**src/inc/line_test_scrambler_consts.svh**
```systemverilog
// constants of the line test and scrambler register bank
// ****************************************************************
// Summary of operation
// - capture the command bits echoed by the addressed channel after a read request
// - echo capture is read-only, low half at D0B2, high half at D0B3
// - echoed command values become readable after the next frame sync
// - one loop-test bit per channel, 24 channels, set means loop-back test
// - looped channel expects receive frame start shortly after transmit start
// - loop closes only when loop-test bit and command loop bit are both set
// - two-bit method: 00 V.27, 01 legacy, 10 subscriber scrambler, 11 none
// - indication mode 0: no scramble done flag, descramble starts on frame sync rise
// - indication mode 1: status reports done, descramble starts on status write
// - write 0 to bit0 starts descrambling in indication mode; reads 0 while busy
// - write 1 to bit0 starts scrambling; bit0 reads 1 when descrambling done
// - in indication mode bit1 reads 0 while scrambling, 1 when finished
// ****************************************************************
`ifndef LINE_TEST_SCRAMBLER_CONSTS_SVH
`define LINE_TEST_SCRAMBLER_CONSTS_SVH
// register indexes, byte address is four times the index
`define LTS_IDX_SCR_MODE 16'hD010
`define LTS_IDX_SCR_STAT 16'hD011
`define LTS_IDX_ECHO_LO 16'hD0B2
`define LTS_IDX_ECHO_HI 16'hD0B3
`define LTS_IDX_LOOP_LO 16'hD0B4
`define LTS_IDX_LOOP_HI 16'hD0B5
`define LTS_IDX_IRQ_STAT 16'hD0C0
`define LTS_IDX_IRQ_MASK 16'hD0C1
// reset values
`define LTS_RST_SCR_MODE 3'h3
`define LTS_RST_ECHO 32'h0000_0000
`define LTS_RST_LOOP 24'h00_0000
// field positions
`define LTS_BIT_IND_MODE 2
`define LTS_BIT_DESCR 0
`define LTS_BIT_SCR 1
`define LTS_BIT_CMD_RD 1
`define LTS_BIT_CMD_WR 0
`define LTS_BIT_CMD_LOOP 17
`define LTS_POS_CHADR 26
`define LTS_POS_VIPADR 29
// interrupt status bits
`define LTS_IRQ_ECHO 0
`define LTS_IRQ_SCR 1
`define LTS_IRQ_DESCR 2
`define LTS_IRQ_RXTIME 3
// timing
`define LTS_CLK_MHZ 50
`define LTS_NORMAL_RX_US 125
`define LTS_LOOP_RX_MAX_NS 2000
`define LTS_CLK_NS 20
`endif

```
**src/inc/line_test_scrambler_pkg.sv**
```systemverilog
// types of the line test and scrambler register bank
package line_test_scrambler_pkg;
    // command word sent to a transceiver channel
    typedef struct packed {
        logic valid;
        logic [31:0] word;
    } cmd_event_t;
    // receive frame start seen on a channel
    typedef struct packed {
        logic valid;
        logic [4:0] chan;
    } rx_start_t;
    typedef enum logic [1:0] {
        SCR_V27 = 2'h0,
        SCR_LEGACY = 2'h1,
        SCR_SUBSCRIBER = 2'h2,
        SCR_NONE = 2'h3
    } scr_method_t;
    typedef enum logic [1:0] {
        ENG_IDLE = 2'h0,
        ENG_BUSY = 2'h1
    } eng_state_t;
endpackage : line_test_scrambler_pkg

```
**src/verilog/line_test_scrambler_regs.sv**
```systemverilog
// apb register bank for channel echo capture, loop test and scrambler sequencing
//
// Local design decision: register access over APB.
`timescale 1ns/10ps
`include "line_test_scrambler_consts.svh"
module line_test_scrambler_regs #(
    parameter int CHANNELS = 24,
    parameter int APB_AW = 18,
    parameter int NORMAL_RX_CYCLES = `LTS_NORMAL_RX_US * `LTS_CLK_MHZ
) (
    // clock and reset
    input wire logic i_clk,
    input wire logic i_rst,
    // apb slave
    input wire logic i_psel,
    input wire logic i_penable,
    input wire logic i_pwrite,
    input wire logic [APB_AW-1:0] i_paddr,
    input wire logic [31:0] i_pwdata,
    output logic [31:0] o_prdata,
    output logic o_pready,
    output logic o_pslverr,
    // link side
    input wire logic i_frame_sync,
    input wire line_test_scrambler_pkg::cmd_event_t i_cmd,
    input wire logic [31:0] i_echo_word,
    input wire line_test_scrambler_pkg::rx_start_t i_rx_start,
    // scrambler engine
    output line_test_scrambler_pkg::scr_method_t o_scramble_method,
    output logic o_indication_mode,
    output logic o_scr_start,
    output logic o_descr_start,
    input wire logic i_scr_done,
    input wire logic i_descr_done,
    // loop test
    output logic [CHANNELS-1:0] o_loop_test_bits,
    output logic [CHANNELS-1:0] o_loop_closed,
    // interrupt
    output logic o_irq
);
    import line_test_scrambler_pkg::*;

    localparam int LOOP_RX_CYCLES_I = `LTS_LOOP_RX_MAX_NS / `LTS_CLK_NS;
    localparam logic [15:0] LOOP_RX_CYCLES = LOOP_RX_CYCLES_I[15:0];
    localparam logic [15:0] NORMAL_CYC = NORMAL_RX_CYCLES[15:0];
    localparam int IW = APB_AW - 2;

    // ****************************************************************
    // apb decode
    // ****************************************************************
    logic [IW-1:0] idx;
    logic hit_mode, hit_stat, hit_elo, hit_ehi, hit_llo, hit_lhi;
    logic hit_ist, hit_imsk, mapped;
    logic wr_en, rd_setup;

    assign idx = i_paddr[APB_AW-1:2];
    assign hit_mode = idx == IW'(`LTS_IDX_SCR_MODE);
    assign hit_stat = idx == IW'(`LTS_IDX_SCR_STAT);
    assign hit_elo = idx == IW'(`LTS_IDX_ECHO_LO);
    assign hit_ehi = idx == IW'(`LTS_IDX_ECHO_HI);
    assign hit_llo = idx == IW'(`LTS_IDX_LOOP_LO);
    assign hit_lhi = idx == IW'(`LTS_IDX_LOOP_HI);
    assign hit_ist = idx == IW'(`LTS_IDX_IRQ_STAT);
    assign hit_imsk = idx == IW'(`LTS_IDX_IRQ_MASK);
    assign mapped = (hit_mode | hit_stat | hit_elo | hit_ehi | hit_llo | hit_lhi
                     | hit_ist | hit_imsk) & (i_paddr[1:0] == 2'h0);
    // zero wait states: every access completes in its first access cycle
    assign o_pready = 1'b1;
    assign o_pslverr = i_psel & i_penable & ~mapped;
    assign wr_en = i_psel & i_penable & i_pwrite & mapped;
    assign rd_setup = i_psel & ~i_penable & ~i_pwrite;

    // ****************************************************************
    // frame sync synchroniser
    // ****************************************************************
    logic fs_meta, fs_sync, fs_last, fs_rise;

    always_ff @(posedge i_clk or posedge i_rst) begin
        if (i_rst) begin
            fs_meta <= 1'b0;
            fs_sync <= 1'b0;
            fs_last <= 1'b0;
        end else begin
            fs_meta <= i_frame_sync;
            fs_sync <= fs_meta;
            fs_last <= fs_sync;
        end
    end
    assign fs_rise = fs_sync & ~fs_last;

    // ****************************************************************
    // command echo capture
    // ****************************************************************
    logic read_pending, echo_event;
    logic [31:0] echo_capture;

    always_ff @(posedge i_clk or posedge i_rst) begin
        if (i_rst) begin
            read_pending <= 1'b0;
        end else if (i_cmd.valid && i_cmd.word[`LTS_BIT_CMD_RD]) begin
            read_pending <= 1'b1;
        end else if (fs_rise) begin
            read_pending <= 1'b0;
        end
    end
    // echo of a request sent in the previous frame is taken at frame sync
    assign echo_event = fs_rise & read_pending;

    always_ff @(posedge i_clk or posedge i_rst) begin
        if (i_rst) begin
            echo_capture <= `LTS_RST_ECHO;
        end else if (echo_event) begin
            echo_capture <= i_echo_word;
        end
    end

    // ****************************************************************
    // loop test
    // ****************************************************************
    logic [CHANNELS-1:0] loop_test_bits;
    logic [CHANNELS-1:0] cmd_loop;
    logic [4:0] cmd_chan;

    always_ff @(posedge i_clk or posedge i_rst) begin
        if (i_rst) begin
            loop_test_bits <= CHANNELS'(`LTS_RST_LOOP);
        end else if (wr_en && hit_llo) begin
            loop_test_bits[15:0] <= i_pwdata[15:0];
        end else if (wr_en && hit_lhi) begin
            loop_test_bits[CHANNELS-1:16] <= i_pwdata[CHANNELS-17:0];
        end
    end

    assign cmd_chan = {i_cmd.word[`LTS_POS_VIPADR +: 2], i_cmd.word[`LTS_POS_CHADR +: 3]};

    // remember the loop bit last sent with a valid configuration to each channel
    genvar ch;
    generate
        for (ch = 0; ch < CHANNELS; ch++) begin : g_chan
            always_ff @(posedge i_clk or posedge i_rst) begin
                if (i_rst) begin
                    cmd_loop[ch] <= 1'b0;
                end else if (i_cmd.valid && i_cmd.word[`LTS_BIT_CMD_WR]
                             && cmd_chan == 5'(ch)) begin
                    cmd_loop[ch] <= i_cmd.word[`LTS_BIT_CMD_LOOP];
                end
            end
            assign o_loop_closed[ch] = loop_test_bits[ch] & cmd_loop[ch];
        end
    endgenerate
    assign o_loop_test_bits = loop_test_bits;

    // ****************************************************************
    // receive frame start timing
    // ****************************************************************
    logic [15:0] since_tx;
    logic rx_in_loop, rx_time_err;

    always_ff @(posedge i_clk or posedge i_rst) begin
        if (i_rst) begin
            since_tx <= 16'h0000;
        end else if (fs_rise) begin
            since_tx <= 16'h0000;
        end else if (since_tx != 16'hFFFF) begin
            since_tx <= since_tx + 16'h0001;
        end
    end
    // out-of-range channels count as normal mode
    assign rx_in_loop = (i_rx_start.chan < 5'(CHANNELS)) && loop_test_bits[i_rx_start.chan];
    // looped channel must start early, a normal one not before the frame time
    assign rx_time_err = i_rx_start.valid &&
        (rx_in_loop ? (since_tx > LOOP_RX_CYCLES) : (since_tx < NORMAL_CYC));

    // ****************************************************************
    // scrambler mode and sequencing
    // ****************************************************************
    logic [2:0] scr_mode;
    logic ind_mode;
    logic start_scr, start_descr;
    eng_state_t scr_state, next_scr_state;
    eng_state_t descr_state, next_descr_state;
    logic scr_event, descr_event;

    always_ff @(posedge i_clk or posedge i_rst) begin
        if (i_rst) begin
            scr_mode <= `LTS_RST_SCR_MODE;
        end else if (wr_en && hit_mode) begin
            scr_mode <= i_pwdata[2:0];
        end
    end
    assign ind_mode = scr_mode[`LTS_BIT_IND_MODE];
    assign o_scramble_method = scr_method_t'(scr_mode[1:0]);
    assign o_indication_mode = ind_mode;

    assign start_scr = wr_en && hit_stat && i_pwdata[`LTS_BIT_DESCR];
    // a software descramble start is ignored outside indication mode
    assign start_descr = ind_mode
        ? (wr_en && hit_stat && !i_pwdata[`LTS_BIT_DESCR])
        : fs_rise;

    always_comb begin
        next_scr_state = scr_state;
        case (scr_state)
            ENG_IDLE: if (start_scr) next_scr_state = ENG_BUSY;
            ENG_BUSY: if (i_scr_done) next_scr_state = ENG_IDLE;
            default: next_scr_state = ENG_IDLE;
        endcase
    end

    always_comb begin
        next_descr_state = descr_state;
        case (descr_state)
            ENG_IDLE: if (start_descr) next_descr_state = ENG_BUSY;
            ENG_BUSY: if (i_descr_done) next_descr_state = ENG_IDLE;
            default: next_descr_state = ENG_IDLE;
        endcase
    end

    always_ff @(posedge i_clk or posedge i_rst) begin
        if (i_rst) begin
            scr_state <= ENG_IDLE;
            descr_state <= ENG_IDLE;
        end else begin
            scr_state <= next_scr_state;
            descr_state <= next_descr_state;
        end
    end

    // starts while the engine is still busy are dropped
    always_ff @(posedge i_clk or posedge i_rst) begin
        if (i_rst) begin
            o_scr_start <= 1'b0;
            o_descr_start <= 1'b0;
        end else begin
            o_scr_start <= start_scr && scr_state == ENG_IDLE;
            o_descr_start <= start_descr && descr_state == ENG_IDLE;
        end
    end

    assign scr_event = scr_state == ENG_BUSY && i_scr_done;
    assign descr_event = descr_state == ENG_BUSY && i_descr_done;

    // ****************************************************************
    // interrupts
    // ****************************************************************
    logic [3:0] irq_stat, irq_mask, irq_set;

    assign irq_set = {rx_time_err, descr_event & ind_mode, scr_event & ind_mode, echo_event};
    always_ff @(posedge i_clk or posedge i_rst) begin
        if (i_rst) begin
            irq_stat <= 4'h0;
        end else begin
            // a new event wins over a simultaneous clear
            irq_stat <= (irq_stat & ~((wr_en && hit_ist) ? i_pwdata[3:0] : 4'h0)) | irq_set;
        end
    end

    always_ff @(posedge i_clk or posedge i_rst) begin
        if (i_rst) begin
            irq_mask <= 4'h0;
        end else if (wr_en && hit_imsk) begin
            irq_mask <= i_pwdata[3:0];
        end
    end
    assign o_irq = |(irq_stat & irq_mask);

    // ****************************************************************
    // read data
    // ****************************************************************
    logic [31:0] next_rdata;
    logic [1:0] stat_rd;

    // done flags read as the engines being idle; bit1 only in indication mode
    assign stat_rd = {ind_mode & (scr_state == ENG_IDLE), descr_state == ENG_IDLE};

    always_comb begin
        next_rdata = 32'h0000_0000;
        if (hit_mode) next_rdata[2:0] = scr_mode;
        if (hit_stat) next_rdata[1:0] = stat_rd;
        if (hit_elo) next_rdata[15:0] = echo_capture[15:0];
        if (hit_ehi) next_rdata[15:0] = echo_capture[31:16];
        if (hit_llo) next_rdata[15:0] = loop_test_bits[15:0];
        if (hit_lhi) next_rdata[CHANNELS-17:0] = loop_test_bits[CHANNELS-1:16];
        if (hit_ist) next_rdata[3:0] = irq_stat;
        if (hit_imsk) next_rdata[3:0] = irq_mask;
    end

    // sampled in the setup cycle so the access phase sees flop data
    always_ff @(posedge i_clk or posedge i_rst) begin
        if (i_rst) begin
            o_prdata <= 32'h0000_0000;
        end else if (rd_setup) begin
            o_prdata <= (i_paddr[1:0] == 2'h0) ? next_rdata : 32'h0000_0000;
        end
    end
endmodule : line_test_scrambler_regs

```
**config.mk**
```make
export PLATFORM = sky130hd
export DESIGN_NAME = line_test_scrambler_regs
export DESIGN_NICKNAME = d
export VERILOG_FILES = /design/src/inc/line_test_scrambler_pkg.sv /design/src/verilog/line_test_scrambler_regs.sv
export VERILOG_INCLUDE_DIRS = /design/src /design/src/inc
export SDC_FILE = /design/constraint.sdc
export NUM_CORES = 1
export LEC_CHECK = 0
export ABC_AREA = 1
export BUFFER_PORTS_ARGS = -buffer_cell sky130_fd_sc_hd__buf_2
export CAP_MARGIN = 20
export CORE_MARGIN = 1
export CORE_UTILIZATION = 40
export CTS_BUF_LIST = sky130_fd_sc_hd__clkbuf_8
export DETAILED_ROUTE_END_ITERATION = 10
export PLACE_DENSITY = 0.78
export SLEW_MARGIN = 20
export SYNTH_ARGS = -nofsm -noshare
export SYNTH_HDL_FRONTEND = slang
export SYNTH_SLANG_ARGS = --single-unit
```
**constraint.sdc**
```tcl
create_clock -name i_clk -period 4.84 [get_ports i_clk]
set_input_delay 1.452 -clock i_clk [delete_from_list [all_inputs] [get_ports i_clk]]
set_output_delay 1.452 -clock i_clk [all_outputs]
set_load 0.02 [all_outputs]
```
==> key figures, run 1 <==
Worst setup path
  – Worst flop-to-flop path startpoint: fs_last
  – Arrival time of the worst setup path: 2.95 ns
  – R2R Setup Slk: 2.68 ns
  – Startpoint Class: input pin
  – Reg2reg end: since_tx[11]
  – Max FO, Critical Path: 18
  – CP required: 3.39 ns
  – R2R cell count: 4
  – Setup CP Type: input pin to output port
  – CP Capture Type: output port

CTS
  – CTS Hold Bufs: 0
  – CTS sink count: 131
  – Clock Tree Buf Depth: 2
  – Clk_lat worst skew: 0.46 ns
  – Setup Buffers After CTS: 0
  – Htree depth: 4
  – Reg clk slew, reported paths: 0.07 ns
  – CTS tree: built
  – CTS resizes: 0
  – Cts bufs inserted: 17
  – CTS root buf: clkbuf_8

Route
  – Vias/cell: 5.10
  – Antenna-violating nets left: 0
  – Number of remaining DRC errors: 0
  – Via count: 6408
  – Final WL: 19800 um
  – Routed length per instance: 15.7 um
  – DR iter-0 viols: 519
  – Pre-antenna DRT Iters: 5

Timing
  – Fin. Hold Viols: 0
  – Post-route setup TNS: 0 ns
  – Max Transition Viols Final: 0
  – Fin crit share: 90.9%
  – Unrepaired setup endpoints after global routing: false
  – Final setup fails: 0
  – Crit path time final: 4.40 ns
  – Worst setup slack after layout: 0.440 ns
  – Clock skew: 0.0157 ns
  – Fmax achieved: 0.227 GHz
  – Worst-Margin Slew: 0.835 ns
  – Rel. slew slack: 44.1%

Logic synthesis
  – Register bit total from synthesis: 131
  – Async set or reset register ratio after synthesis: 100%
  – Post-synth cell types: 44
  – Largest area contributor in the netlist: dfrtp_1
  – EDFF count, synth: 0
  – Yosys top cell area share: 46.3%
  – Ranking of synthesized cells by area: dfrtp_1, nand2_1, inv_1
  – Top_reg_cell synth: dfrtp_1
  – Syn Inst Count: 861
  – Yosys warnings: 0
  – List of most frequent post-synthesis cells: nand2_1, dfrtp_1, inv_1
  – Seq/Total Area, Yosys: 47.1%
  – Syn avg cell area: 8.09 um^2
  – Netlist Area Pre-Place: 6970 um^2
  – Cell with the most instances after synthesis: nand2_1

Power and ir drop
  – Leakage: 4.54 nW
  – PwrDens: 291 nW/um^2
  – Maximum vdd drop: 165 uV

GRT
  – Vias in the first global route: 6142
  – Grt ovf: 0
  – Gr usage total: 23.3%
  – Global-route wire length before repair: 32000 um
  – Largest net degree at the start of global routing: 110
  – Initial antenna violation count: 1

Floorplan
  – Row count: 47
  – Initial Utilization: 41.4%
  – IO Pins: 217
  – Die H: 134 um
  – Total die area: 17900 um^2
  – Chip Width: 134 um
  – Core area: 16800 um^2

Hold path
  – Hold depth: 0
  – Hold Crit Endpoint: fs_sync
  – Worst min-delay path category: flip-flop to flip-flop
  – Worst hold start: fs_meta

Place
  – RD Place Congestion: 0.899
  – Port-buffer cells: 159
  – Placement Setup Slack: 0.462 ns
  – HPWL Detailed: 14600 um

Cells and area
  – Nets: 1154
  – Share of cells above drive strength 1: 26.9%
  – P&R area growth vs syn: 19.0%

Status
  – Status: completed

Run
  – Max-Cap Viols: 0
## worst max path at each step
stage                            to  depth (start not counted)         from
final                     o_pslverr                         10  i_paddr[11]
after global routing      o_pslverr                         10  i_paddr[11]
after CTS                 o_pslverr                         10  i_paddr[11]
after detailed placement  o_pslverr                         10  i_paddr[11]
after global placement    o_pslverr                         10  i_paddr[11]
after floorplan           o_pslverr                          9  i_paddr[16]
## cells in the final DEF, fill, tap and decap left out, types with 3 or more instances in the layout
cell type and n:
nand2_1 215, buf_2 159, dfrtp_1 129, inv_1 117
nand3_1 68, nor2_1 67, o21ai_0 51, o21ai_2 24
clkbuf_8 22, a21oi_1 21, mux2_2 20, nand2_2 18
o31ai_1 17, conb_1 17, nor3_1 13, o211ai_1 8
nand4_1 8, a31oi_1 4, nor2_2 4, o2111ai_1 4
clkinvlp_4 3, nand4_2 3, inv_2 3, clkinv_4 3
clkinv_2 3, buf_4 3
## cells by family after synthesis
logic type / count (synthesis) / synth area share, %
simple gates: 408 / 26.0
fa+ha+maj: 2 / 0.359
buf+inv: 156 / 9.84
compound gates: 140 / 13.1
xor+xnor: 2 / 0.251
other cells: 2 / 0.108
flops: 131 / 47.1
mux: 20 / 3.23
## layer usage
layer	track usage, %	vias to the layer above	share of wire, %
li1	-	3104	-
met1	32.2	2976	45
met2	35.5	300	44
met3	6.05	28	8.4
met4	7.51	0	2.2
met5	0	-	0
## final cells by class
type	instances	area, um^2
Multi-Input combinational cell	589	3060
Sequential cell	131	3280
Inverter	121	458
Clock buffer	22	303
Timing Repair Buffer	163	838
Tap cell	220	275
Fill cell	1634	8530
Clock inverter	10	73.8
Antenna cell	1	2.50
## sequential cells by signal, summed over array words and instances, names as in the netlist, 3 cells and up
name / count
echo_capture: 32
cmd_loop: 24
o_loop_test_bits: 24
o_prdata: 16
since_tx: 16
irq_mask: 4
irq_stat: 4
scr_mode: 3
## stage by stage
| step | utilization [%] | hold WS [ns] | cells | power [mW] | instance area, um^2 |
|---|---|---|---|---|---|
| after global placement | 47.0 | 0.334 | 1224 | 1.54 | 7910 |
| after CTS | 49.3 | 0.352 | 1256 | 2.43 | 8290 |
| after global routing | 49.3 | 0.359 | 1256 | 2.53 | 8290 |
| after detailed placement | 47.0 | 0.335 | 1224 | 1.56 | 7910 |
| after floorplan | - | 0.331 | 876 | 1.46 | 7030 |
| final | 49.3 | 0.351 | 1257 | 2.41 | 8290 |
## report_power, final
part	switching, mW	total (mW)	internal [mW]	leakage, nW
Clock	0.450	0.875	0.425	0.192
Combinational	0.167	0.278	0.110	2.67
Sequential	0.0610	1.26	1.20	1.69
Total	0.678	2.41	1.73	4.54
## critical path: stages
cell     delay, ns
buf_2         0.10
nor2_1        0.10
nand2_1       0.09
nor2_4        0.35
nand2_1       0.24
nand2_2       0.14
nor2_1        0.07
nand2_4       0.15
a21oi_1       0.08
buf_2         0.17
No activity file was read; power rests on OpenSTA's default activity.
==> inputs of run 2 (changes only) <==
PLACE_DENSITY = 0.67   (was 0.78)
==> key figures, run 2 (synthesis gave the netlist of run 1 again) <==
CTS
  – CTS Hold Bufs: 0 (unchanged)
  – CTS tree: built
  – CTS sink count: 131 (unchanged)
  – Setup Buffers After CTS: 0 (unchanged)
  – Clk_lat worst skew: 0.45 ns (about the same)
  – CTS resizes: 0 (unchanged)
  – CTS root buf: clkbuf_8
  – Cts bufs inserted: 17 (unchanged)
  – Reg clk slew, reported paths: 0.07 ns (about the same)
  – Clock Tree Buf Depth: 2 (unchanged)
  – Htree depth: 4 (unchanged)

Floorplan
  – IO Pins: 217 (unchanged)
  – Die H: 134 um (unchanged)
  – Core area: 16800 um^2 (unchanged)
  – Row count: 47 (unchanged)
  – Initial Utilization: 41.4% (unchanged)
  – Chip Width: 134 um (unchanged)
  – Total die area: 17900 um^2 (unchanged)

Power and ir drop
  – PwrDens: 311 nW/um^2 (+6.9%)
  – Maximum vdd drop: 237 uV (+44%)
  – Tot Pwr: 2.61 mW (+8.3%)
  – Leakage: 4.59 nW (+0.96%)

GRT
  – Vias in the first global route: 5842 (-4.9%)
  – Gr usage total: 22.1% (-1.2 points)
  – Grt ovf: 0 (unchanged)
  – Largest net degree at the start of global routing: 132 (+20%)
  – Initial antenna violation count: 3 (+2)
  – Global-route wire length before repair: 30200 um (-5.5%)

Timing
  – Unrepaired setup endpoints after global routing: false
  – Post-route setup TNS: 0 ns (unchanged)
  – Fin. Hold Viols: 0 (unchanged)
  – Max Transition Viols Final: 0 (unchanged)
  – Fmax achieved: 0.226 GHz (-0.44%)
  – Fin crit share: 91.3% (+0.40 points)
  – Worst-Margin Slew: 0.762 ns (-0.0728 ns)
  – Rel. slew slack: 49.1% (+5.0 points)
  – Final setup fails: 0 (unchanged)
  – Crit path time final: 4.42 ns (+0.0193 ns)
  – Clock skew: 0.00803 ns (-0.00762 ns)

Worst setup path
  – Largest stage delay, worst path: 0.35 ns (about the same)
  – Max FO, Critical Path: 18 (unchanged)
  – Arrival time of the worst setup path: 2.97 ns (+0.02 ns)
  – CP Capture Type: output port
  – Slowest CP cell: nor2_4
  – Worst flop-to-flop path startpoint: since_tx[1]
  – Startpoint Class: input pin
  – CP delay by family, top: simple AND/OR/NAND/NOR gates
  – Setup CP Type: input pin to output port
  – CP required: 3.39 ns (about the same)
  – Crit path cell chain: buf_2 > nor2_1 > nand2_1 > nor2_4 > nand2_1 > nand2_2 > nor2_1 > nand2_4 > a21oi_1 > buf_2
  – Worst path buffer plus inverter count: 2 (unchanged)
  – Setup crit start: i_paddr[11]

Cells and area
  – Filler cells: 1634 (unchanged)
  – Layout Cells excl Fill: 1260 (+0.24%)
  – Most frequent cells in the layout: nand2_1, buf_2, dfrtp_1
  – Biggest register: echo_capture
  – Max FFs per register: 32 (unchanged)
  – Nets: 1156 (+0.17%)
  – Final instance area: 8400 um^2 (+1.3%)
  – Commonest non-fill, non-tap cell in the layout: nand2_1
  – P&R area growth vs syn: 20.5%
  – Share of cells above drive strength 1: 27.0% (+0.044 points)

Route
  – Vias/cell: 4.97 (-2.5%)
  – Pre-antenna DRT Iters: 5 (unchanged)
  – Final WL: 19100 um (-3.3%)
  – Number of remaining DRC errors: 0 (unchanged)
  – Routed length per instance: 15.2 um (-3.5%)
  – DR iter-0 viols: 399 (-23%)
  – Antenna-violating nets left: 0 (unchanged)
  – Via count: 6265 (-2.2%)

Hold path
  – Worst min-delay path category: flip-flop to flip-flop
  – Worst hold start: fs_meta

Run
  – Max-Cap Viols: 0 (unchanged)

Place
  – Cell count after placement: 1226 (+0.16%)
  – RD Place Congestion: 0.922 (+2.5%)
  – HPWL Detailed: 14200 um (-2.8%)
  – Port-buffer cells: 159 (unchanged)
  – DP Area: 7920 um^2 (+0.19%)

Status
  – Status: completed
-- run 2: cell count changes in the layout (fill, tap and decap cells not counted), moves of 2 or more --
cell,change
clkbuf_8,-3
buf_4,+2
clkinv_2,-2
bufinv_16,+5
clkinv_4,-2
clkinvlp_4,+2
-- run 2: final timing paths --
path	end	slack [ns]	cells after the start
max	o_pslverr	0.42	10
min	fs_sync	0.35	0
max reg2reg	since_tx[7]	2.94	9
min reg2reg	fs_sync	0.35	0
max in group asynchronous	o_prdata[2]	3.12	3
min in group asynchronous	o_loop_test_bits[14]	1.20	3
-- run 2: routing by layer --
| layer | track usage, % | wire (um) | part of all wire, % |
|---|---|---|---|
| met1 | 31.8 | 9320 | 49 |
| met2 | 31.9 | 8030 | 42 |
| met3 | 6.05 | 1480 | 7.7 |
| met4 | 7.39 | 300 | 1.6 |
| met5 | 0 | 13 | 0.068 |
-- run 2: power by group --
group	switching, mW	total, mW	internal [mW]
sequential	0.0572	1.25	1.20
combinational	0.165	0.275	0.110
clock	0.441	1.08	0.640
-- run 2: worst register-to-register path: stages, from the launching register on --
cell	delay (ns)
dfrtp_1	0.40
ha_1	0.22
nand3_1	0.16
nor2_1	0.22
nand2_1	0.10
nor2_1	0.21
nand2_1	0.18
nand2_1	0.10
nor2_1	0.07
a31oi_1	0.15
-- run 2: per-stage QoR --
stage	utilization [%]	hold slack, ns	worst slack, ns
after detailed placement	47.1	0.341	0.434
after CTS	49.9	0.357	0.420
after global routing	49.9	0.363	0.277
after floorplan	-	0.331	0.810
after global placement	47.1	0.334	0.455
final	49.9	0.355	0.421
-- run 2: cell type report --
cell class	count	area [um^2]	area share [%]
sequential	131	3280	39.1
tap	220	275	3.28
clock inverter	13	206	2.46
clock buffer	19	262	3.11
inverter	121	458	5.45
timing repair buffer	165	853	10.2
multi-input combinational	589	3060	36.4
antenna	2	5.00	0.0596
